`config.mk`:
```
export PLATFORM = sky130hd
export DESIGN_NAME = low_voltage_detect_control
export DESIGN_NICKNAME = d
export VERILOG_FILES = /design/src/inc/lvd_ctrl_pkg.sv /design/src/rtl/low_voltage_detect_control.sv
export SDC_FILE = /design/constraint.sdc
export NUM_CORES = 1
export LEC_CHECK = 0
export BUFFER_PORTS_ARGS = -buffer_cell sky130_fd_sc_hd__buf_4
export CAP_MARGIN = 20
export CORE_UTILIZATION = 44
export DETAILED_ROUTE_END_ITERATION = 10
export PLACE_DENSITY = 0.83
export SYNTH_ARGS = -nofsm -noshare
export SYNTH_HDL_FRONTEND = slang
export SYNTH_SLANG_ARGS = --single-unit
```
`constraint.sdc`:
```
create_clock -name i_clk -period 2.6 [get_ports i_clk]
set_input_delay 0.52 -clock i_clk [delete_from_list [all_inputs] [get_ports i_clk]]
set_output_delay 0.52 -clock i_clk [all_outputs]
set_load 0.02 [all_outputs]
```
`src/inc/lvd_ctrl_pkg.sv`:
```
// Purpose: Constants for the supply monitor status and control block.
// Assumes: Avalon-MM slave with 32-bit data and byte addressing.
// Notes: Offsets are byte addresses of aligned words.
package lvd_ctrl_pkg;
  localparam int ADDR_W = 4;
  localparam logic [ADDR_W-1:0] OFF_CTRL = 4'h0;
  localparam logic [ADDR_W-1:0] OFF_IRQ_STATUS = 4'h4;
  localparam logic [ADDR_W-1:0] OFF_IRQ_CLEAR = 4'h8;
  localparam logic [ADDR_W-1:0] OFF_IRQ_ENABLE = 4'hC;
  localparam int BIT_WARN_FLAG = 7;
  localparam int BIT_WARN_ACK = 6;
  localparam int BIT_WARN_IE = 5;
  localparam int BIT_RST_EN = 4;
  localparam int BIT_STOP_EN = 3;
  localparam int BIT_DET_EN = 2;
  localparam int BIT_UNUSED = 1;
  localparam int BIT_BGB_EN = 0;
  localparam int EVT_WARN = 0;
  localparam int EVT_DETECT = 1;
  localparam int NUM_EVT = 2;
  localparam logic [7:0] CTRL_RESET = 8'h00;
  localparam logic [31:0] UNMAPPED_DATA = 32'h00000000;
endpackage

```
`src/rtl/low_voltage_detect_control.sv`:
```
// Purpose: Supply warning flag, undervoltage detect control and bandgap
//   buffer enable, reached over an Avalon-MM slave.
// Assumes: Comparator inputs are asynchronous to i_clk.
// Notes: Reads wait one cycle so read data leaves a flip-flop; writes
//   never wait.
`timescale 1ns/1ps
`default_nettype none

// Overview of operation
// - Warning flag bit 7 sets with condition and sticks until acknowledged.
// - Flag sets on falling below trip point, also at reset release.
// - Writing 1 to bit 6 clears flag only when condition has gone.
// - With bit 5 set, flag raises interrupt request; otherwise poll only.
// - Bit 4 with detect enabled makes a detect event request reset.
// - Bit 3 keeps detection active in stop mode; freely read/write.
// - Bit 2 enables detect logic and qualifies bits 4 and 3.
// - Bits 2 and 4 accept only the first write after reset.
// - Bit 0 drives the bandgap reference buffer enable.
module low_voltage_detect_control
  import lvd_ctrl_pkg::*;
(
  input wire logic i_clk,
  input wire logic i_reset_n,
  input wire logic [ADDR_W-1:0] i_avs_address,
  input wire logic i_avs_read,
  input wire logic i_avs_write,
  input wire logic [31:0] i_avs_writedata,
  input wire logic [3:0] i_avs_byteenable,
  output logic [31:0] o_avs_readdata,
  output logic o_avs_waitrequest,
  input wire logic i_warn_cmp,
  input wire logic i_detect_cmp,
  input wire logic i_stop_mode,
  output logic o_warn_irq,
  output logic o_reset_req,
  output logic o_bandgap_buffer_enable,
  output logic o_irq
);

  logic supply_warning_flag_r;
  logic supply_warning_irq_enable_r;
  logic undervoltage_reset_enable_r;
  logic undervoltage_stop_enable_r;
  logic undervoltage_detect_enable_r;
  logic bandgap_buffer_enable_r;
  logic once_locked_r;
  logic reset_req_r;
  logic [NUM_EVT-1:0] evt_status_r;
  logic [NUM_EVT-1:0] evt_enable_r;
  logic [31:0] readdata_r;
  logic rd_done_r;

  wire [NUM_EVT-1:0] cmp_pin = {i_detect_cmp, i_warn_cmp};
  wire [NUM_EVT-1:0] cmp_level;

  // The first stage may go metastable; a change counts only once the second
  // and third stages agree, which also keeps one-cycle glitches out.
  for (genvar g = 0; g < NUM_EVT; g = g + 1) begin : g_sync
    logic [2:0] stage_r;
    logic level_r;
    always_ff @(posedge i_clk or negedge i_reset_n) begin
      if (!i_reset_n) begin
        stage_r <= 3'h0;
        level_r <= 1'b0;
      end else begin
        stage_r <= {stage_r[1:0], cmp_pin[g]};
        if (stage_r[1] == stage_r[2]) begin
          level_r <= stage_r[2];
        end
      end
    end
    assign cmp_level[g] = level_r;
  end
  wire warn_level = cmp_level[EVT_WARN];
  wire det_level = cmp_level[EVT_DETECT];

  // One decoder serves every write strobe, so the lane and address rules
  // live in a single place.
  function automatic logic lane0_write(input logic wr,
                                       input logic [3:0] be,
                                       input logic [ADDR_W-1:0] adr,
                                       input logic [ADDR_W-1:0] off);
    return wr && be[0] && (adr == off);
  endfunction

  wire wr_ctrl = lane0_write(i_avs_write, i_avs_byteenable,
    i_avs_address, OFF_CTRL);
  wire wr_clr = lane0_write(i_avs_write, i_avs_byteenable,
    i_avs_address, OFF_IRQ_CLEAR);
  wire wr_ien = lane0_write(i_avs_write, i_avs_byteenable,
    i_avs_address, OFF_IRQ_ENABLE);
  wire [7:0] wd = i_avs_writedata[7:0];

  // Detection active only when enabled, and in stop only with stop enable.
  wire detect_active = undervoltage_detect_enable_r &&
    (!i_stop_mode || undervoltage_stop_enable_r);
  wire detect_event = detect_active && det_level;
  wire warn_present = warn_level;
  wire ack_clear = wr_ctrl && wd[BIT_WARN_ACK] && !warn_present;

  wire [7:0] ctrl_view = {supply_warning_flag_r, 1'b0,
    supply_warning_irq_enable_r, undervoltage_reset_enable_r,
    undervoltage_stop_enable_r, undervoltage_detect_enable_r,
    1'b0, bandgap_buffer_enable_r};

  wire [NUM_EVT-1:0] evt_set = {detect_event, warn_present};
  wire [NUM_EVT-1:0] evt_clr = wr_clr ? wd[NUM_EVT-1:0] : '0;

  // The flag input is the synchronised comparator, so a supply already low
  // at reset release sets the flag within the synchroniser delay.
  always_ff @(posedge i_clk or negedge i_reset_n) begin
    if (!i_reset_n) begin
      supply_warning_flag_r <= CTRL_RESET[BIT_WARN_FLAG];
      supply_warning_irq_enable_r <= CTRL_RESET[BIT_WARN_IE];
      undervoltage_reset_enable_r <= CTRL_RESET[BIT_RST_EN];
      undervoltage_stop_enable_r <= CTRL_RESET[BIT_STOP_EN];
      undervoltage_detect_enable_r <= CTRL_RESET[BIT_DET_EN];
      bandgap_buffer_enable_r <= CTRL_RESET[BIT_BGB_EN];
      once_locked_r <= 1'b0;
    end else begin
      if (warn_present) begin
        supply_warning_flag_r <= 1'b1;
      end else if (ack_clear) begin
        supply_warning_flag_r <= 1'b0;
      end
      if (wr_ctrl) begin
        supply_warning_irq_enable_r <= wd[BIT_WARN_IE];
        undervoltage_stop_enable_r <= wd[BIT_STOP_EN];
        bandgap_buffer_enable_r <= wd[BIT_BGB_EN];
        once_locked_r <= 1'b1;
        if (!once_locked_r) begin
          undervoltage_reset_enable_r <= wd[BIT_RST_EN];
          undervoltage_detect_enable_r <= wd[BIT_DET_EN];
        end
      end
    end
  end

  // Reset request is registered so it never glitches from decode logic.
  always_ff @(posedge i_clk or negedge i_reset_n) begin
    if (!i_reset_n) begin
      reset_req_r <= 1'b0;
    end else begin
      reset_req_r <= detect_event && undervoltage_reset_enable_r;
    end
  end

  // Hardware set beats a software clear in the same cycle.
  always_ff @(posedge i_clk or negedge i_reset_n) begin
    if (!i_reset_n) begin
      evt_status_r <= '0;
      evt_enable_r <= '0;
    end else begin
      evt_status_r <= (evt_status_r & ~evt_clr) | evt_set;
      if (wr_ien) begin
        evt_enable_r <= wd[NUM_EVT-1:0];
      end
    end
  end

  logic [31:0] rd_mux;
  always_comb begin
    rd_mux = UNMAPPED_DATA;
    case (i_avs_address)
      OFF_CTRL: rd_mux = {24'h000000, ctrl_view};
      OFF_IRQ_STATUS: rd_mux = {{(32-NUM_EVT){1'b0}}, evt_status_r};
      OFF_IRQ_ENABLE: rd_mux = {{(32-NUM_EVT){1'b0}}, evt_enable_r};
      default: rd_mux = UNMAPPED_DATA;
    endcase
  end

  // Reads take one wait cycle so read data comes from a flip-flop; the word
  // returned is the register state one cycle before the answer.
  wire rd_start = i_avs_read && !rd_done_r;

  always_ff @(posedge i_clk or negedge i_reset_n) begin
    if (!i_reset_n) begin
      readdata_r <= UNMAPPED_DATA;
      rd_done_r <= 1'b0;
    end else begin
      rd_done_r <= rd_start;
      if (rd_start) begin
        readdata_r <= rd_mux;
      end
    end
  end

  assign o_avs_readdata = readdata_r;
  assign o_avs_waitrequest = rd_start;
  assign o_warn_irq = supply_warning_flag_r && supply_warning_irq_enable_r;
  assign o_reset_req = reset_req_r;
  assign o_bandgap_buffer_enable = bandgap_buffer_enable_r;
  assign o_irq = |(evt_status_r & evt_enable_r);

  property p_flag_sticks;
    @(posedge i_clk) disable iff (!i_reset_n)
      supply_warning_flag_r && !ack_clear |=> supply_warning_flag_r;
  endproperty
  a_flag_sticks: assert property (p_flag_sticks)
    else $error("Warning flag dropped without acknowledge.");

  property p_flag_sets;
    @(posedge i_clk) disable iff (!i_reset_n)
      warn_present |=> supply_warning_flag_r;
  endproperty
  a_flag_sets: assert property (p_flag_sets)
    else $error("Warning flag not set by warning condition.");

  property p_ack_blocked;
    @(posedge i_clk) disable iff (!i_reset_n)
      warn_present && wr_ctrl && wd[BIT_WARN_ACK] |=> supply_warning_flag_r;
  endproperty
  a_ack_blocked: assert property (p_ack_blocked)
    else $error("Acknowledge cleared flag while warning present.");

  property p_ack_clears;
    @(posedge i_clk) disable iff (!i_reset_n)
      ack_clear |=> !supply_warning_flag_r;
  endproperty
  a_ack_clears: assert property (p_ack_clears)
    else $error("Acknowledge failed to clear flag.");

  property p_warn_irq;
    @(posedge i_clk) disable iff (!i_reset_n)
      o_warn_irq == (ctrl_view[BIT_WARN_FLAG] && ctrl_view[BIT_WARN_IE]);
  endproperty
  a_warn_irq: assert property (p_warn_irq)
    else $error("Warning interrupt does not follow flag and enable.");

  property p_reset_cause;
    @(posedge i_clk) disable iff (!i_reset_n)
      o_reset_req |-> $past(undervoltage_reset_enable_r) &&
        $past(undervoltage_detect_enable_r) && $past(det_level);
  endproperty
  a_reset_cause: assert property (p_reset_cause)
    else $error("Reset request without enabled detect event.");

  property p_stop_gate;
    @(posedge i_clk) disable iff (!i_reset_n)
      i_stop_mode && !undervoltage_stop_enable_r |=> !o_reset_req;
  endproperty
  a_stop_gate: assert property (p_stop_gate)
    else $error("Detection acted in stop mode while disabled.");

  property p_once;
    @(posedge i_clk) disable iff (!i_reset_n)
      once_locked_r |=> $stable(undervoltage_detect_enable_r) &&
        $stable(undervoltage_reset_enable_r);
  endproperty
  a_once: assert property (p_once)
    else $error("Write-once bit changed after lock.");

  property p_bgb;
    @(posedge i_clk) disable iff (!i_reset_n)
      wr_ctrl |=> o_bandgap_buffer_enable == $past(wd[BIT_BGB_EN]);
  endproperty
  a_bgb: assert property (p_bgb)
    else $error("Bandgap enable did not take written value.");

  property p_bit1_zero;
    @(posedge i_clk) disable iff (!i_reset_n)
      i_avs_read && !o_avs_waitrequest && i_avs_address == OFF_CTRL |->
        !o_avs_readdata[BIT_UNUSED];
  endproperty
  a_bit1_zero: assert property (p_bit1_zero)
    else $error("Unused bit read as one.");

  property p_set_wins;
    @(posedge i_clk) disable iff (!i_reset_n)
      evt_set != '0 |=> (evt_status_r & $past(evt_set)) == $past(evt_set);
  endproperty
  a_set_wins: assert property (p_set_wins)
    else $error("Event clear overrode a set in the same cycle.");

  property p_read_wait;
    @(posedge i_clk) disable iff (!i_reset_n)
      i_avs_read && o_avs_waitrequest |=> !o_avs_waitrequest;
  endproperty
  a_read_wait: assert property (p_read_wait)
    else $error("Read held off for more than one cycle.");

  property p_write_nowait;
    @(posedge i_clk) disable iff (!i_reset_n)
      i_avs_write |-> !o_avs_waitrequest;
  endproperty
  a_write_nowait: assert property (p_write_nowait)
    else $error("Write was held off.");

  property p_detect_gate;
    @(posedge i_clk) disable iff (!i_reset_n)
      !undervoltage_detect_enable_r |=> !o_reset_req;
  endproperty
  a_detect_gate: assert property (p_detect_gate)
    else $error("Reset requested with detection disabled.");

  property p_reset_gate;
    @(posedge i_clk) disable iff (!i_reset_n)
      !undervoltage_reset_enable_r |=> !o_reset_req;
  endproperty
  a_reset_gate: assert property (p_reset_gate)
    else $error("Reset requested with detect reset disabled.");

  c_ack: cover property (@(posedge i_clk) disable iff (!i_reset_n)
    supply_warning_flag_r ##1 !supply_warning_flag_r);
  c_reset: cover property (@(posedge i_clk) disable iff (!i_reset_n)
    o_reset_req);
  c_irq: cover property (@(posedge i_clk) disable iff (!i_reset_n)
    o_warn_irq);
  c_stop_detect: cover property (@(posedge i_clk) disable iff (!i_reset_n)
    i_stop_mode && o_reset_req);
  c_event_irq: cover property (@(posedge i_clk) disable iff (!i_reset_n)
    o_irq);

endmodule

`default_nettype wire

```
== Word level (Yosys, flattened, before mapping) ==
Index checks and enable logic that the tools add are counted.
Storage, ports and cells
  register bits: 53
  input port bits: 47
  output and inout bits: 37
  word-level logic and storage cells: 49
Operators by class
  eq/ne operators: 5
  multiplexer cells: 4
  bitwise operators: 5
  reduce and logical (&&, ||, !) cells: 19
Operator list (number)
  one-hot mux 8 bit (3 select lines): 1
  logical AND 1 bit: 11
  equality test 4 bit, second input constant: 2
  AND 2 bit: 2
  equality test 4 x 3 -> 1 bit, second input constant: 1
  logical NOT 4 bit: 1
  logical NOT 1 bit: 3
  equality test 1 bit: 2
  two-way mux 1 bit: 2
  two-way mux 2 bit: 1
  inverter 2 bit: 1
  bitwise OR 2 bit: 1
  AND reduction 2 bit: 1
  nonzero test 2 bit: 1
  OR reduction 2 bit: 1
  logical OR 1 bit: 1
  inverter 1 bit: 1

== Depth between registers and ports, before layout ==
  depth after elaboration: 6
  gate-level depth with buffers: 3
  mapped depth without buffers: 3

== Worst setup path before layout ==
Ideal clock, no wire load.
  path kind: input -> register
  start point: input i_avs_address[0]
  end point: register evt_enable_r[0]
  setup time: 0.125 ns
  arrival time: 1.375 ns
  data required time: 2.475 ns
  setup slack: 1.100 ns
  stages on the path: 3
  buffers on the path: 0
  cell sequence: and4bb_4 -> and3_4 -> mux2_4
Between the ends
  longest elaborated chain between the ends: 2
RTL lines
  start, declared: line low_voltage_detect_control.sv:24  | input wire logic [ADDR_W-1:0] i_avs_address,
  equality test 4 bit: line low_voltage_detect_control.sv:83  | return wr && be[0] && (adr == off);
  logical AND 1 bit: line low_voltage_detect_control.sv:83
  end signal, assigned: line low_voltage_detect_control.sv:156  | evt_enable_r <= wd[NUM_EVT-1:0];
  end, declared: line low_voltage_detect_control.sv:49  | logic [NUM_EVT-1:0] evt_enable_r;
No other way between the ends.
A chain may end at the register's enable or synchronous reset.

== Worst setup path after layout ==
  start point: register rd_done_r
  end point: output o_avs_waitrequest
Between the ends
  longest elaborated chain between the ends: 2
RTL lines
  start, declared: line low_voltage_detect_control.sv:51  | logic rd_done_r;
  start signal, assigned: line low_voltage_detect_control.sv:181  | rd_done_r <= rd_start;
  logical NOT 1 bit: line low_voltage_detect_control.sv:174  | wire rd_start = i_avs_read && !rd_done_r;
  logical AND 1 bit: line low_voltage_detect_control.sv:174
  end, declared: line low_voltage_detect_control.sv:30  | output logic o_avs_waitrequest,
No other way between the ends.

==> flow_metrics.py <==
metrics = {
    "outcome": {
        "status": "complete, no violations",
    },
    "global_route": {
        "grt_pass1_vias": 782,
        "antenna_found_initial": 0,
        "track_usage": 0.1423,
        "grt_max_degree": 29,
        "grt.overflow.total": 0,
        "grt_pass1_wl_um": 3505,
    },
    "drt": {
        "routed_wl_um": 2014,
        "routedWlPerCell_um": 12.75,
        "via_per_inst": 4.842,
        "wl_met2_um": 1049,
        "drc": 0,
        "wl_met1_um": 840,
        "drt_iter0_drc": 10,
        "vias": 765,
        "routed.top_layer": "met3",
        "drtPass1Iterations": 4,
        "dr_wl_met3_um": 125,
        "ant_nets": 0,
    },
    "sta": {
        "clock.fmax_ghz": 0.5564,
        "setup_viol": 0,
        "report.final.hold_viol_count": 0,
        "fin_crit_ns": 1.797,
        "slew_viol_final": 0,
        "setup-tns-final_ns": 0,
        "rsz0062_at_grt": "no",
        "period_share": 0.6912,
        "fin_skew_ns": 0.001702,
        "setup_slack_ns": 0.8028,
        "hold_ws_ns": 0.09008,
    },
    "clock_network": {
        "clk_pin_slew_ns": 0.14,
        "cts_tree": "yes",
        "clock_latency_ns": 0.31,
        "cts_sinks": 28,
        "htreeDepth": 1,
        "cts_hold_buffers": 0,
        "clockBufferDepth": 2,
        "clock-root-buffer": "clkbuf_4",
        "cts_resized": 0,
        "cts_made_buffers": 3,
        "cts_setup_buffers": 0,
    },
    "worst_setup_path": {
        "r2r_slack_ns": 1.38,
        "worstPathCellList": "nand2b_1 -> inv_1 -> buf_4",
        "crit-reg2reg-launch": "rd_done_r",
        "worst_setup_path_start_kind": "flip-flop",
        "critPathSlowestCell": "dfrtp_1",
        "cp.depth": 3,
        "reg2reg_to": "o_avs_readdata[7]",
        "slowest_delay_ns": 0.41,
        "reg2reg_depth": 3,
        "critPathKind": "flip-flop to output pin",
        "critPathCaptureType": "output pin",
        "crit_required_ns": 2.08,
        "critical_path_buf_inv_count": 2,
        "cpLargestDelayFamily": "flip-flops",
        "cp_max_fo": 8,
        "arrival_ns": 1.28,
    },
    "floorplan": {
        "core_um2": 2758,
        "initial_core_util": 0.4673,
        "pin_count": 84,
        "core.rowCount": 19,
        "die_y_um": 56.12,
        "dieArea_um2": 3149,
        "die_x_um": 56.12,
    },
    "final_layout": {
        "nets": 175,
        "instances_no_fill": 158,
        "num-fill-cells": 238,
        "design_area_um2": 1488,
        "area_growth_pct": 15.44,
        "drive_gt1_frac": 0.3622,
        "antenna_cells": 0,
    },
    "synth": {
        "synthMostInstantiatedCell": "dfrtp_1",
        "synth_cell_types": 26,
        "synth_top_area_frac": 0.5437,
        "ys_ff_latch": 28,
        "yosys.area.top_type": "dfrtp_1",
        "synthTopCellsByCount": "28 x dfrtp_1, 25 x buf_4, 7 x a22o_1",
        "yosysWarnings": 0,
        "ys_top_cells_by_area": "dfrtp_1 54%, buf_4 15%, mux2_4 5.8%, a22o_1 4.8%, mux2_1 1.7%",
        "async_flop_share": 1.000,
        "postSynthCellCount": 95,
        "synth.avg_cell_area_um2": 13.57,
        "yosysSeqAreaShare": 0.5437,
        "synth_flop_cell": "dfrtp_1",
        "synth_edf_count": 0,
        "syn_area_um2": 1289,
    },
    "power": {
        "netSwitchingFraction": 0.2755,
        "ir_drop_mv": 0.3716,
        "internal-power_mw": 0.6554,
        "p_leak_nw": 0.7690,
        "seqPwrFrac": 0.566,
        "pwr-share-clk": 0.225,
        "p_comb_frac": 0.210,
        "p_per_area_nw_per_um2": 608.1,
        "switching_power_mw": 0.2492,
    },
    "placement": {
        "dpl.cell_count": 154,
        "place_area_um2": 1451,
        "gp_congestion": 0.6966,
        "post-place-ws_ns": 0.9354,
        "hpwl_um": 1539,
        "portBuffers": 30,
    },
    "flow_run": {
        "cap_viol_max_count": 0,
    },
    "hold_path": {
        "hold_class": "primary input to async pin",
    },
}
## worst register-to-register path, cell delays in order (launching register included)
cell     delay [ns]
dfrtp_1        0.41
nor4b_2        0.32
and2_1         0.28
a22o_1         0.16
## final cells by class
| type | instances | area [um2] | share of cell area |
|---|---|---|---|
| flip-flops and latches | 28 | 700.7 | 0.4710 |
| multi-input cells | 64 | 483.0 | 0.3246 |
| repair buffers | 30 | 225.2 | 0.1514 |
| well taps | 31 | 38.79 | 0.02607 |
| clock buffers | 4 | 36.28 | 0.02439 |
| inverters | 1 | 3.754 | 0.002523 |
## cells in the final DEF (no fill, tap or decap), types with 2 or more instances in the layout
cell / n
a21o_1: 2
a22o_1: 7
a32o_1: 2
and2_1: 2
buf_4: 30
clkbuf_4: 3
conb_1: 25
dfrtp_1: 28
maj3_1: 2
mux2_1: 2
mux2_4: 5
nand2b_1: 2
nand3_1: 2
nand4b_1: 2
## state kept, by name, indices dropped and copies added, names as in the netlist, 2 cells and up
register	count
g_sync.stage_r	6
evt_enable_r	2
o_avs_readdata	7
evt_status_r	2
## stage by stage
step | total power, mW | util
2_1_floorplan | 0.6610 | -
3_3_place_gp | 0.7039 | 0.5263
3_5_place_dp | 0.7098 | 0.5263
4_1_cts | 0.9143 | 0.5395
5_1_grt | 0.9555 | 0.5395
6_report | 0.9046 | 0.5395
## cells by family (layout without fill, tap and decap cells)
group                    Yosys count  count (layout)  synth area share
AO/OA/AOI/OAI                     12              12           0.07864
adder cells (fa/ha/maj)            2               2           0.01553
buffers and inverters             27              35            0.1515
flip-flops                        28              28            0.5437
multiplexers                       9               9           0.09223
other                              1              25          0.002910
AND/OR/NAND/NOR                   16              16            0.1155
## routing by layer
layer | global-route usage | up-vias
met2 | 0.2347 | 35
li1 | - | 349
met4 | 0.03833 | 0
met1 | 0.1880 | 381
met5 | 0 | -
met3 | 0.03488 | 0
## worst max-delay path by stage
stage                           startpoint                end
after detailed placement  i_avs_address[0]    evt_enable_r[0]
after global placement    i_avs_address[0]    evt_enable_r[0]
after global routing             rd_done_r  o_avs_waitrequest
after floorplan           i_avs_address[0]    evt_enable_r[0]
after CTS                        rd_done_r  o_avs_waitrequest
final                            rd_done_r  o_avs_waitrequest
## power by group through the flow
stage | registers (mW) | logic (mW) | clock network (mW)
2_1_floorplan | 0.520 | 0.141 | 0
3_5_place_dp | 0.520 | 0.190 | 0
6_report | 0.512 | 0.190 | 0.203
3_3_place_gp | 0.517 | 0.187 | 0
5_1_grt | 0.518 | 0.205 | 0.233
4_1_cts | 0.511 | 0.192 | 0.211
Power figures use the tool's default switching activity.
